**src/urx_regs.svh**
```systemverilog
// Timing, field and reset constants of the UART receive path
`ifndef URX_REGS_SVH
`define URX_REGS_SVH

// ----------------------------------------------------------------
// Oversampling timing (16 ticks per bit, 3-sample vote)
// ----------------------------------------------------------------
`define URX_TICK_ZERO 4'h0
`define URX_TICK_VOTE_A 4'h7
`define URX_TICK_VOTE_B 4'h8
`define URX_TICK_VOTE_C 4'h9
`define URX_TICK_LAST 4'hF

// ----------------------------------------------------------------
// Frame lengths (index of the last shifted bit) and first bit index
// ----------------------------------------------------------------
`define URX_LAST_BIT_8 4'h7
`define URX_LAST_BIT_9 4'h8
`define URX_BIT_ZERO 4'h0

// ----------------------------------------------------------------
// Stored word layout: {noise, parity error, framing error, data}
// ----------------------------------------------------------------
`define URX_WORD_W 12
`define URX_DATA_W 9
`define URX_F_NINTH 8
`define URX_F_FE 9
`define URX_F_PE 10
`define URX_F_NF 11

// ----------------------------------------------------------------
// Reset values and FIFO depth
// ----------------------------------------------------------------
`define URX_DIV_RESET 16'h0000
`define URX_MODE_RESET 3'h0
`define URX_FIFO_DEPTH 4

`endif

```
**src/urx_pkg.sv**
```systemverilog
// Types shared by the UART receive path
`include "urx_regs.svh"

package urx_pkg;

  // Receiver frame states, one-hot
  typedef enum logic [5:0] {
    URX_IDLE = 6'h01,
    URX_START = 6'h02,
    URX_DATA = 6'h04,
    URX_STOP = 6'h08,
    URX_WAIT_HIGH = 6'h10,
    URX_SPARE = 6'h20
  } urx_state_t;

  // Parity type codes
  typedef enum logic [1:0] {
    URX_PAR_EVEN = 2'h0,
    URX_PAR_ODD = 2'h1,
    URX_PAR_MARK = 2'h2,
    URX_PAR_SPACE = 2'h3
  } urx_parity_t;

  // Complete register state of the receiver
  typedef struct packed {
    urx_state_t st;
    logic [15:0] pre_cnt;
    logic [2:0] mode_cnt;
    logic [3:0] tick_cnt;
    logic [3:0] bit_cnt;
    logic [1:0] samp;
    logic noisy;
    logic [`URX_DATA_W-1:0] shreg;
    logic stop_bad;
    logic stop_two;
    logic pend_valid;
    logic [`URX_WORD_W-1:0] pend_word;
    logic overrun;
    logic noise;
    logic armed;
    logic idle;
    logic irq;
  } urx_state_reg_t;

endpackage

```
**src/urx_fifo.sv**
```systemverilog
// Parameterised flop FIFO with valid/ready on both sides
module urx_fifo #(
  parameter int WIDTH = 12,
  parameter int DEPTH = 16,
  parameter int CW = $clog2(DEPTH + 1),
  parameter int PW = (DEPTH > 1) ? $clog2(DEPTH) : 1
) (
  input wire logic clk,
  input wire logic rst_n,
  input wire logic in_valid,
  output logic in_ready,
  input wire logic [WIDTH-1:0] in_data,
  output logic out_valid,
  input wire logic out_ready,
  output logic [WIDTH-1:0] out_data,
  output logic [CW-1:0] count
);

  typedef struct packed {
    logic [DEPTH-1:0][WIDTH-1:0] mem;
    logic [PW-1:0] wr_ptr;
    logic [PW-1:0] rd_ptr;
    logic [CW-1:0] cnt;
  } urx_fifo_state_t;

  urx_fifo_state_t s;
  urx_fifo_state_t next_s;
  logic push;
  logic pop;

  // Honest full and empty
  assign in_ready = (s.cnt != CW'(DEPTH));
  assign out_valid = (s.cnt != '0);
  assign out_data = s.mem[s.rd_ptr];
  assign count = s.cnt;
  assign push = in_valid && in_ready;
  assign pop = out_ready && out_valid;

  // Pointer and count update, explicit wrap for any depth
  always_comb begin
    next_s = s;
    if (push) begin
      next_s.mem[s.wr_ptr] = in_data;
      next_s.wr_ptr = (s.wr_ptr == PW'(DEPTH - 1)) ? '0 : s.wr_ptr + PW'(1);
    end
    if (pop) begin
      next_s.rd_ptr = (s.rd_ptr == PW'(DEPTH - 1)) ? '0 : s.rd_ptr + PW'(1);
    end
    if (push && !pop) begin
      next_s.cnt = s.cnt + CW'(1);
    end else if (pop && !push) begin
      next_s.cnt = s.cnt - CW'(1);
    end
  end

  // State register
  always_ff @(posedge clk or negedge rst_n) begin
    if (!rst_n) begin
      s <= '0;
    end else begin
      s <= next_s;
    end
  end
endmodule // urx_fifo

```
**src/urx_receiver.sv**
```systemverilog
// UART receive path: oversampled receiver, word FIFO, flags and interrupt
`include "urx_regs.svh"

module urx_receiver #(
  parameter int FIFO_DEPTH = `URX_FIFO_DEPTH,
  parameter int CW = $clog2(FIFO_DEPTH + 1)
) (
  input wire logic mclk,
  input wire logic rstn,
  input wire logic serial_rx_pin,
  input wire logic receiver_enable,
  input wire logic nine_bit_select,
  input wire logic parity_enable,
  input wire urx_pkg::urx_parity_t parity_type_field,
  input wire logic stop_bits_select,
  input wire logic [7:0] baud_divisor_high,
  input wire logic [7:0] baud_divisor_low,
  input wire logic [2:0] baud_mode_field,
  input wire logic rx_irq_enable,
  input wire logic [1:0] rx_trigger_level,
  input wire logic status_access,
  input wire logic data_read,
  output logic [7:0] rx_data,
  output logic rx_ninth_bit,
  output logic rx_data_available,
  output logic [CW-1:0] rx_fill_count,
  output logic overrun_flag,
  output logic noise_flag,
  output logic framing_error_flag,
  output logic parity_error_flag,
  output logic rx_idle_flag,
  output logic rx_irq
);
  import urx_pkg::*;

  // ----------------------------------------------------------------
  // Reset release
  // ----------------------------------------------------------------
  logic rst_meta;
  logic rst_sync;

  // Two-flop release of the asynchronous reset
  always_ff @(posedge mclk or negedge rstn) begin
    if (!rstn) begin
      rst_meta <= 1'b0;
      rst_sync <= 1'b0;
    end else begin
      rst_meta <= 1'b1;
      rst_sync <= rst_meta;
    end
  end

  // ----------------------------------------------------------------
  // Declarations
  // ----------------------------------------------------------------
  urx_state_reg_t s;
  urx_state_reg_t next_s;
  logic [15:0] divisor;
  logic tick;
  logic maj;
  logic noise_now;
  logic [3:0] last_bit;
  logic [`URX_WORD_W-1:0] done_word;
  logic done;
  logic done_fe;
  logic par_err;
  logic data_xor;
  logic top_bit;
  logic fifo_in_ready;
  logic fifo_out_valid;
  logic [`URX_WORD_W-1:0] fifo_out_data;
  logic [CW-1:0] fill;
  logic push;
  logic pop;
  logic [CW:0] fill_after;
  logic [CW:0] trig_words;
  logic seq_clear;

  // ----------------------------------------------------------------
  // Bit timing and sample vote
  // ----------------------------------------------------------------

  // 16x tick every (divisor+1)*(mode+1) clocks
  assign divisor = {baud_divisor_high, baud_divisor_low};
  assign tick = (s.st != URX_IDLE) && (s.pre_cnt == divisor) &&
                (s.mode_cnt == baud_mode_field);

  // Majority of samples at ticks 7, 8 and the live one at 9
  assign maj = (s.samp[0] & s.samp[1]) | (s.samp[0] & serial_rx_pin) |
               (s.samp[1] & serial_rx_pin);
  assign noise_now = !((s.samp[0] == s.samp[1]) && (s.samp[1] == serial_rx_pin));

  // Word length select
  assign last_bit = nine_bit_select ? `URX_LAST_BIT_9 : `URX_LAST_BIT_8;

  // ----------------------------------------------------------------
  // Frame end, parity and stored word
  // ----------------------------------------------------------------

  // Final stop sample completes the frame
  assign done = (s.st == URX_STOP) && tick && (s.tick_cnt == `URX_TICK_VOTE_C) &&
                !s.stop_two;
  assign done_fe = s.stop_bad || !maj;

  // Parity bit is the last bit of the word
  assign data_xor = ^s.shreg;
  assign top_bit = nine_bit_select ? s.shreg[`URX_F_NINTH] : s.shreg[`URX_LAST_BIT_8];

  // Parity check per type code
  always_comb begin
    case (parity_type_field)
      URX_PAR_EVEN: par_err = data_xor;
      URX_PAR_ODD: par_err = !data_xor;
      URX_PAR_MARK: par_err = !top_bit;
      URX_PAR_SPACE: par_err = top_bit;
      default: par_err = 1'b0;
    endcase
  end

  // Word as stored: flags travel with the data
  assign done_word = {s.noisy || noise_now, parity_enable && par_err, done_fe,
                      s.shreg};

  // ----------------------------------------------------------------
  // FIFO handshake and trigger level
  // ----------------------------------------------------------------
  assign push = s.pend_valid && fifo_in_ready;
  assign pop = data_read && fifo_out_valid;
  assign seq_clear = data_read && s.armed;
  assign fill_after = {1'b0, fill} + (CW + 1)'(push) - (CW + 1)'(pop);
  assign trig_words = (CW + 1)'(rx_trigger_level) + (CW + 1)'(1);

  // Word FIFO; the held word waits in pend_word while it is full
  urx_fifo #(
    .WIDTH(`URX_WORD_W),
    .DEPTH(FIFO_DEPTH)
  ) u_fifo (
    .clk(mclk),
    .rst_n(rst_sync),
    .in_valid(s.pend_valid),
    .in_ready(fifo_in_ready),
    .in_data(s.pend_word),
    .out_valid(fifo_out_valid),
    .out_ready(data_read),
    .out_data(fifo_out_data),
    .count(fill)
  );

  // ----------------------------------------------------------------
  // Next state
  // ----------------------------------------------------------------
  always_comb begin
    next_s = s;
    next_s.irq = 1'b0;

    // Prescaler for the 16x tick, restarted while idle
    if (s.st == URX_IDLE) begin
      next_s.pre_cnt = `URX_DIV_RESET;
      next_s.mode_cnt = `URX_MODE_RESET;
    end else if (s.pre_cnt == divisor) begin
      next_s.pre_cnt = `URX_DIV_RESET;
      next_s.mode_cnt = tick ? `URX_MODE_RESET : s.mode_cnt + 3'h1;
    end else begin
      next_s.pre_cnt = s.pre_cnt + 16'h0001;
    end

    // Tick position and early samples within the bit
    if (tick) begin
      next_s.tick_cnt = s.tick_cnt + 4'h1;
      if (s.tick_cnt == `URX_TICK_VOTE_A) begin
        next_s.samp[0] = serial_rx_pin;
      end
      if (s.tick_cnt == `URX_TICK_VOTE_B) begin
        next_s.samp[1] = serial_rx_pin;
      end
    end

    // Frame sequencer
    case (s.st)
      URX_IDLE: begin
        next_s.tick_cnt = `URX_TICK_ZERO;
        if (receiver_enable && !serial_rx_pin) begin
          next_s.st = URX_START;
          next_s.idle = 1'b0;
          next_s.noisy = 1'b0;
          next_s.stop_bad = 1'b0;
          next_s.bit_cnt = `URX_BIT_ZERO;
          next_s.shreg = '0;
        end
      end
      URX_START: begin
        if (tick && (s.tick_cnt == `URX_TICK_VOTE_C)) begin
          next_s.noisy = noise_now;
          if (maj) begin
            next_s.st = URX_IDLE; // False start
            next_s.idle = 1'b1;
          end
        end else if (tick && (s.tick_cnt == `URX_TICK_LAST)) begin
          next_s.st = URX_DATA;
        end
      end
      URX_DATA: begin
        if (tick && (s.tick_cnt == `URX_TICK_VOTE_C)) begin
          next_s.shreg[s.bit_cnt] = maj;
          next_s.noisy = s.noisy || noise_now;
        end else if (tick && (s.tick_cnt == `URX_TICK_LAST)) begin
          if (s.bit_cnt == last_bit) begin
            next_s.st = URX_STOP;
            next_s.stop_two = stop_bits_select;
          end else begin
            next_s.bit_cnt = s.bit_cnt + 4'h1;
          end
        end
      end
      URX_STOP: begin
        if (done) begin
          next_s.idle = 1'b1;
          next_s.st = done_fe ? URX_WAIT_HIGH : URX_IDLE;
        end else if (tick && (s.tick_cnt == `URX_TICK_VOTE_C)) begin
          next_s.stop_bad = s.stop_bad || !maj;
          next_s.noisy = s.noisy || noise_now;
        end else if (tick && (s.tick_cnt == `URX_TICK_LAST)) begin
          next_s.stop_two = 1'b0;
        end
      end
      URX_WAIT_HIGH: begin
        if (serial_rx_pin) begin
          next_s.st = URX_IDLE;
        end
      end
      default: begin
        next_s.st = URX_IDLE;
      end
    endcase

    // Disabling drops any frame in progress
    if (!receiver_enable) begin
      next_s.st = URX_IDLE;
      next_s.idle = 1'b1;
    end

    // Held word drains into the FIFO when room appears
    if (push) begin
      next_s.pend_valid = 1'b0;
    end

    // Completed word lands in the held slot
    if (done) begin
      next_s.pend_valid = 1'b1;
      next_s.pend_word = done_word;
      if (s.pend_valid && !fifo_in_ready) begin
        next_s.overrun = 1'b1;
        next_s.irq = rx_irq_enable;
      end
    end

    // Two-step clear: status access arms, data read fires
    if (status_access) begin
      next_s.armed = 1'b1;
    end else if (data_read) begin
      next_s.armed = 1'b0;
    end
    if (seq_clear) begin
      next_s.overrun = 1'b0;
      next_s.noise = 1'b0;
    end

    // Sets after clears so an event in the clear cycle survives
    if (done && s.pend_valid && !fifo_in_ready) begin
      next_s.overrun = 1'b1;
    end
    if (push && s.pend_word[`URX_F_NF]) begin
      next_s.noise = 1'b1;
    end

    // Trigger interrupt when a transfer reaches the level
    if (push && rx_irq_enable && (fill_after >= trig_words)) begin
      next_s.irq = 1'b1;
    end
  end

  // State register
  always_ff @(posedge mclk or negedge rst_sync) begin
    if (!rst_sync) begin
      s <= '{st: URX_IDLE, idle: 1'b1, default: '0};
    end else begin
      s <= next_s;
    end
  end

  // ----------------------------------------------------------------
  // Outputs
  // ----------------------------------------------------------------

  // Head word and its stored flags
  assign rx_data = fifo_out_data[7:0];
  assign rx_ninth_bit = fifo_out_data[`URX_F_NINTH];
  assign framing_error_flag = fifo_out_valid && fifo_out_data[`URX_F_FE];
  assign parity_error_flag = fifo_out_valid && fifo_out_data[`URX_F_PE];
  assign rx_data_available = fifo_out_valid;
  assign rx_fill_count = fill;
  assign overrun_flag = s.overrun;
  assign noise_flag = s.noise;
  assign rx_idle_flag = s.idle;
  assign rx_irq = s.irq;
endmodule // urx_receiver

```
**config.mk**
```make
export PLATFORM = sky130hd
export DESIGN_NAME = urx_receiver
export DESIGN_NICKNAME = d
export VERILOG_FILES = /design/src/urx_pkg.sv /design/src/urx_fifo.sv /design/src/urx_receiver.sv
export VERILOG_INCLUDE_DIRS = /design/src /design/src/src
export SDC_FILE = /design/constraint.sdc
export NUM_CORES = 1
export LEC_CHECK = 0
export BUFFER_PORTS_ARGS = -buffer_cell sky130_fd_sc_hd__buf_2
export CORE_UTILIZATION = 57
export DETAILED_ROUTE_END_ITERATION = 10
export MAX_ROUTING_LAYER = met4
export PLACE_DENSITY = 0.77
export SETUP_SLACK_MARGIN = 0.1
export SLEW_MARGIN = 0
export SYNTH_ARGS = -nofsm -noshare
export SYNTH_HDL_FRONTEND = slang
export SYNTH_SLANG_ARGS = --single-unit
```
**constraint.sdc**
```tcl
create_clock -name mclk -period 9.9 [get_ports mclk]
set_input_delay 2.475 -clock mclk [delete_from_list [all_inputs] [get_ports mclk]]
set_output_delay 2.475 -clock mclk [all_outputs]
set_load 0.02 [all_outputs]
```
==> flow_summary.json <==
{
  "outcome": "finished clean",
  "drive_above_1_share": 0.273,
  "setup_viol": 0,
  "vias_per_cell": 5.89,
  "fin_skew_ps": 10.3,
  "portBuffers": 51,
  "end_kind": "output port",
  "clk_pin_slew_ps": 60,
  "cts_resized": 0,
  "clock-sinks": 117,
  "power_density_mw_per_mm2": 198,
  "synth-seq-area-share": 0.464,
  "synth.ff_latch_count": 117,
  "grt.overflow.total": 0,
  "synth_edf_count": 0,
  "grt_pass1_vias": 4748,
  "regArea_mm2": 0.00293,
  "async_reset_ff_frac": 1.00,
  "synth-main-ff-cell": "dfrtp_1",
  "fin_hold_ws_ps": 335,
  "dp_hpwl_mm": 9.54,
  "antenna_left": 0,
  "routed_wl_mm": 13.8,
  "post-place-cells": 726,
  "clock_tree.buffer_depth": 2,
  "synth.most_common_cell": "dfrtp_1",
  "die-area_mm2": 0.0115,
  "fill_cells": 789,
  "fin_cells": 758,
  "syn_area_mm2": 0.00632,
  "finalHoldViolCount": 0,
  "start_util": 0.583,
  "tightest_slew_ps": 878,
  "wl_per_cell_um": 18.1,
  "grt_max_degree": 74,
  "vias": 4466,
  "nets": 666,
  "synth_top_area_share": 0.455,
  "max_freq_mhz": 207,
  "synth_nets": 616,
  "multi_input_area_mm2": 0.00319,
  "fin_setup_tns_ps": 0,
  "maxSlewHeadroom": 0.415,
  "synth.area.top_cells": "dfrtp_1 46%, mux2_2 9.6%, ha_1 5.1%",
  "arrival_ps": 2350,
  "fin_crit_sh": 0.488,
  "drt_iter0_drc": 293,
  "syn_avg_cell_area_um2": 11.4,
  "cts_setup_buffers": 0,
  "core-area_mm2": 0.0108,
  "path_class": "register to output port",
  "cp.required_ps": 7430,
  "diodes": 0,
  "ctsHoldBuffers": 0,
  "cts_buffers": 17,
  "ir_worst_vdd_mv": 0.171,
  "die_h_um": 107,
  "cp-start-kind": "register",
  "drc": 0,
  "synth_top_cells_by_count": "115 x dfrtp_1, 54 x mux2_2, 42 x nor2_1, 39 x nand2_1, 34 x xor2_1",
  "syn_inst": 555,
  "cts_tree": "yes",
  "synth_cell_type_count": 63,
  "gp_congestion": 0.909,
  "rsz0062_at_grt": "no",
  "clockRootBuffer": "clkbuf_8",
  "grtUsageTotal": 0.273,
  "ios": 52,
  "grt_pass1_wl_mm": 23.0,
  "maxCapViolCount": 0,
  "slew_viol_final": 0,
  "syn2layout_area_growth_pct": 15.2,
  "antenna_found_initial": 0,
  "h-tree-depth": 4,
  "crit_path_max_fanout": 14,
  "ys_warn_count": 0,
  "min_path_type": "register to async pin",
  "clk_latency_ps": 530,
  "leakagePower_nw": 3.49,
  "fp.dieW_um": 107,
  "post-synth-top-area-cell": "dfrtp_1",
  "drt_pass1_iterations": 5,
  "rows": 38,
  "period_minus_slack_ps": 4830
}
## registers in the layout (all words and copies together) (netlist names)
name / cells
rx_idle_flag: 1
u_fifo.count: 3
s: 51
rx_irq: 1
overrun_flag: 1
rst_meta: 1
rst_sync: 1
u_fifo.s: 48
noise_flag: 1
done_word: 9
## worst paths after layout
kind | depth (start not counted) | startpoint | to | slack [ps]
min in group mclk | 0 | rst_meta | rst_sync | 350
setup / recovery | 3 | u_fifo.s[3] | parity_error_flag | 5070
max in group asynchronous | 1 | rstn | rst_sync | 8080
hold reg to reg | 0 | rst_sync | s[45] | 340
hold / removal | 0 | rst_sync | s[45] | 340
setup reg to reg | 16 | u_fifo.count[1] | rx_irq | 6520
## kinds of logic after synthesis
logic type | synth area share
other cells | 0.000593
buf+inv | 0.0323
compound gates | 0.0934
mux | 0.146
xor+xnor | 0.0701
flops | 0.464
fa+ha+maj | 0.0578
simple gates | 0.137
## area by class of cell
type | instances | share of cell area
clock inverter | 14 | 0.0275
sequential | 117 | 0.403
clock buffer | 18 | 0.0574
inverter | 24 | 0.0124
multi-input combinational | 391 | 0.438
timing repair buffer | 54 | 0.0381
tap | 140 | 0.0241
## critical path: stages, from the launching register on
cell and delay (ps):
dfrtp_1 880, mux4_2 620, and2_1 170, buf_2 150
## stage by stage
stage	total power, mW	cell area [um^2]	worst slack, ps	utilization
after floorplan	0.745	6320	5290	-
after global placement	0.794	6660	4940	0.615
after detailed placement	0.807	6660	4880	0.615
after CTS	1.45	7280	5040	0.672
after global routing	1.51	7280	4940	0.672
final	1.44	7280	5070	0.672
## report_power, final
part	leakage (nW)	internal (mW)	switching, mW
registers	1.60	0.502	0.0569
logic	1.60	0.109	0.132
clock network	0.292	0.411	0.228
## metal layers
metal,track usage,vias up,part of all wire
li1,-,2091,-
met4,0.124,0,0.015
met3,0.0581,19,0.038
met5,-,-,0
met1,0.325,2257,0.43
met2,0.445,99,0.51
## layout by cell type (no fill, tap or decap), types with 3 or more instances in the layout
cell	synthesis	layout
a21o_1	5	5
a21oi_1	22	22
a311oi_1	5	5
a31oi_1	3	3
and2_1	8	8
and3_1	6	6
buf_2	1	51
buf_4	5	3
bufinv_16	0	4
clkbuf_16	0	16
clkinv_4	0	3
clkinvlp_4	0	3
dfrtp_1	115	114
ha_1	26	26
inv_1	24	24
inv_6	0	3
mux2_2	54	54
mux2_4	3	3
mux4_2	11	11
nand2_1	39	39
nand3_1	15	15
nand4_1	7	7
nor2_1	42	42
nor2b_1	5	5
nor3_1	11	11
nor4_1	3	3
nor4_4	4	4
o21ai_0	18	18
o31ai_1	8	8
o41ai_1	4	4
or4_1	3	3
xnor2_1	14	14
xor2_1	34	34
No activity file was read; power rests on OpenSTA's default activity.
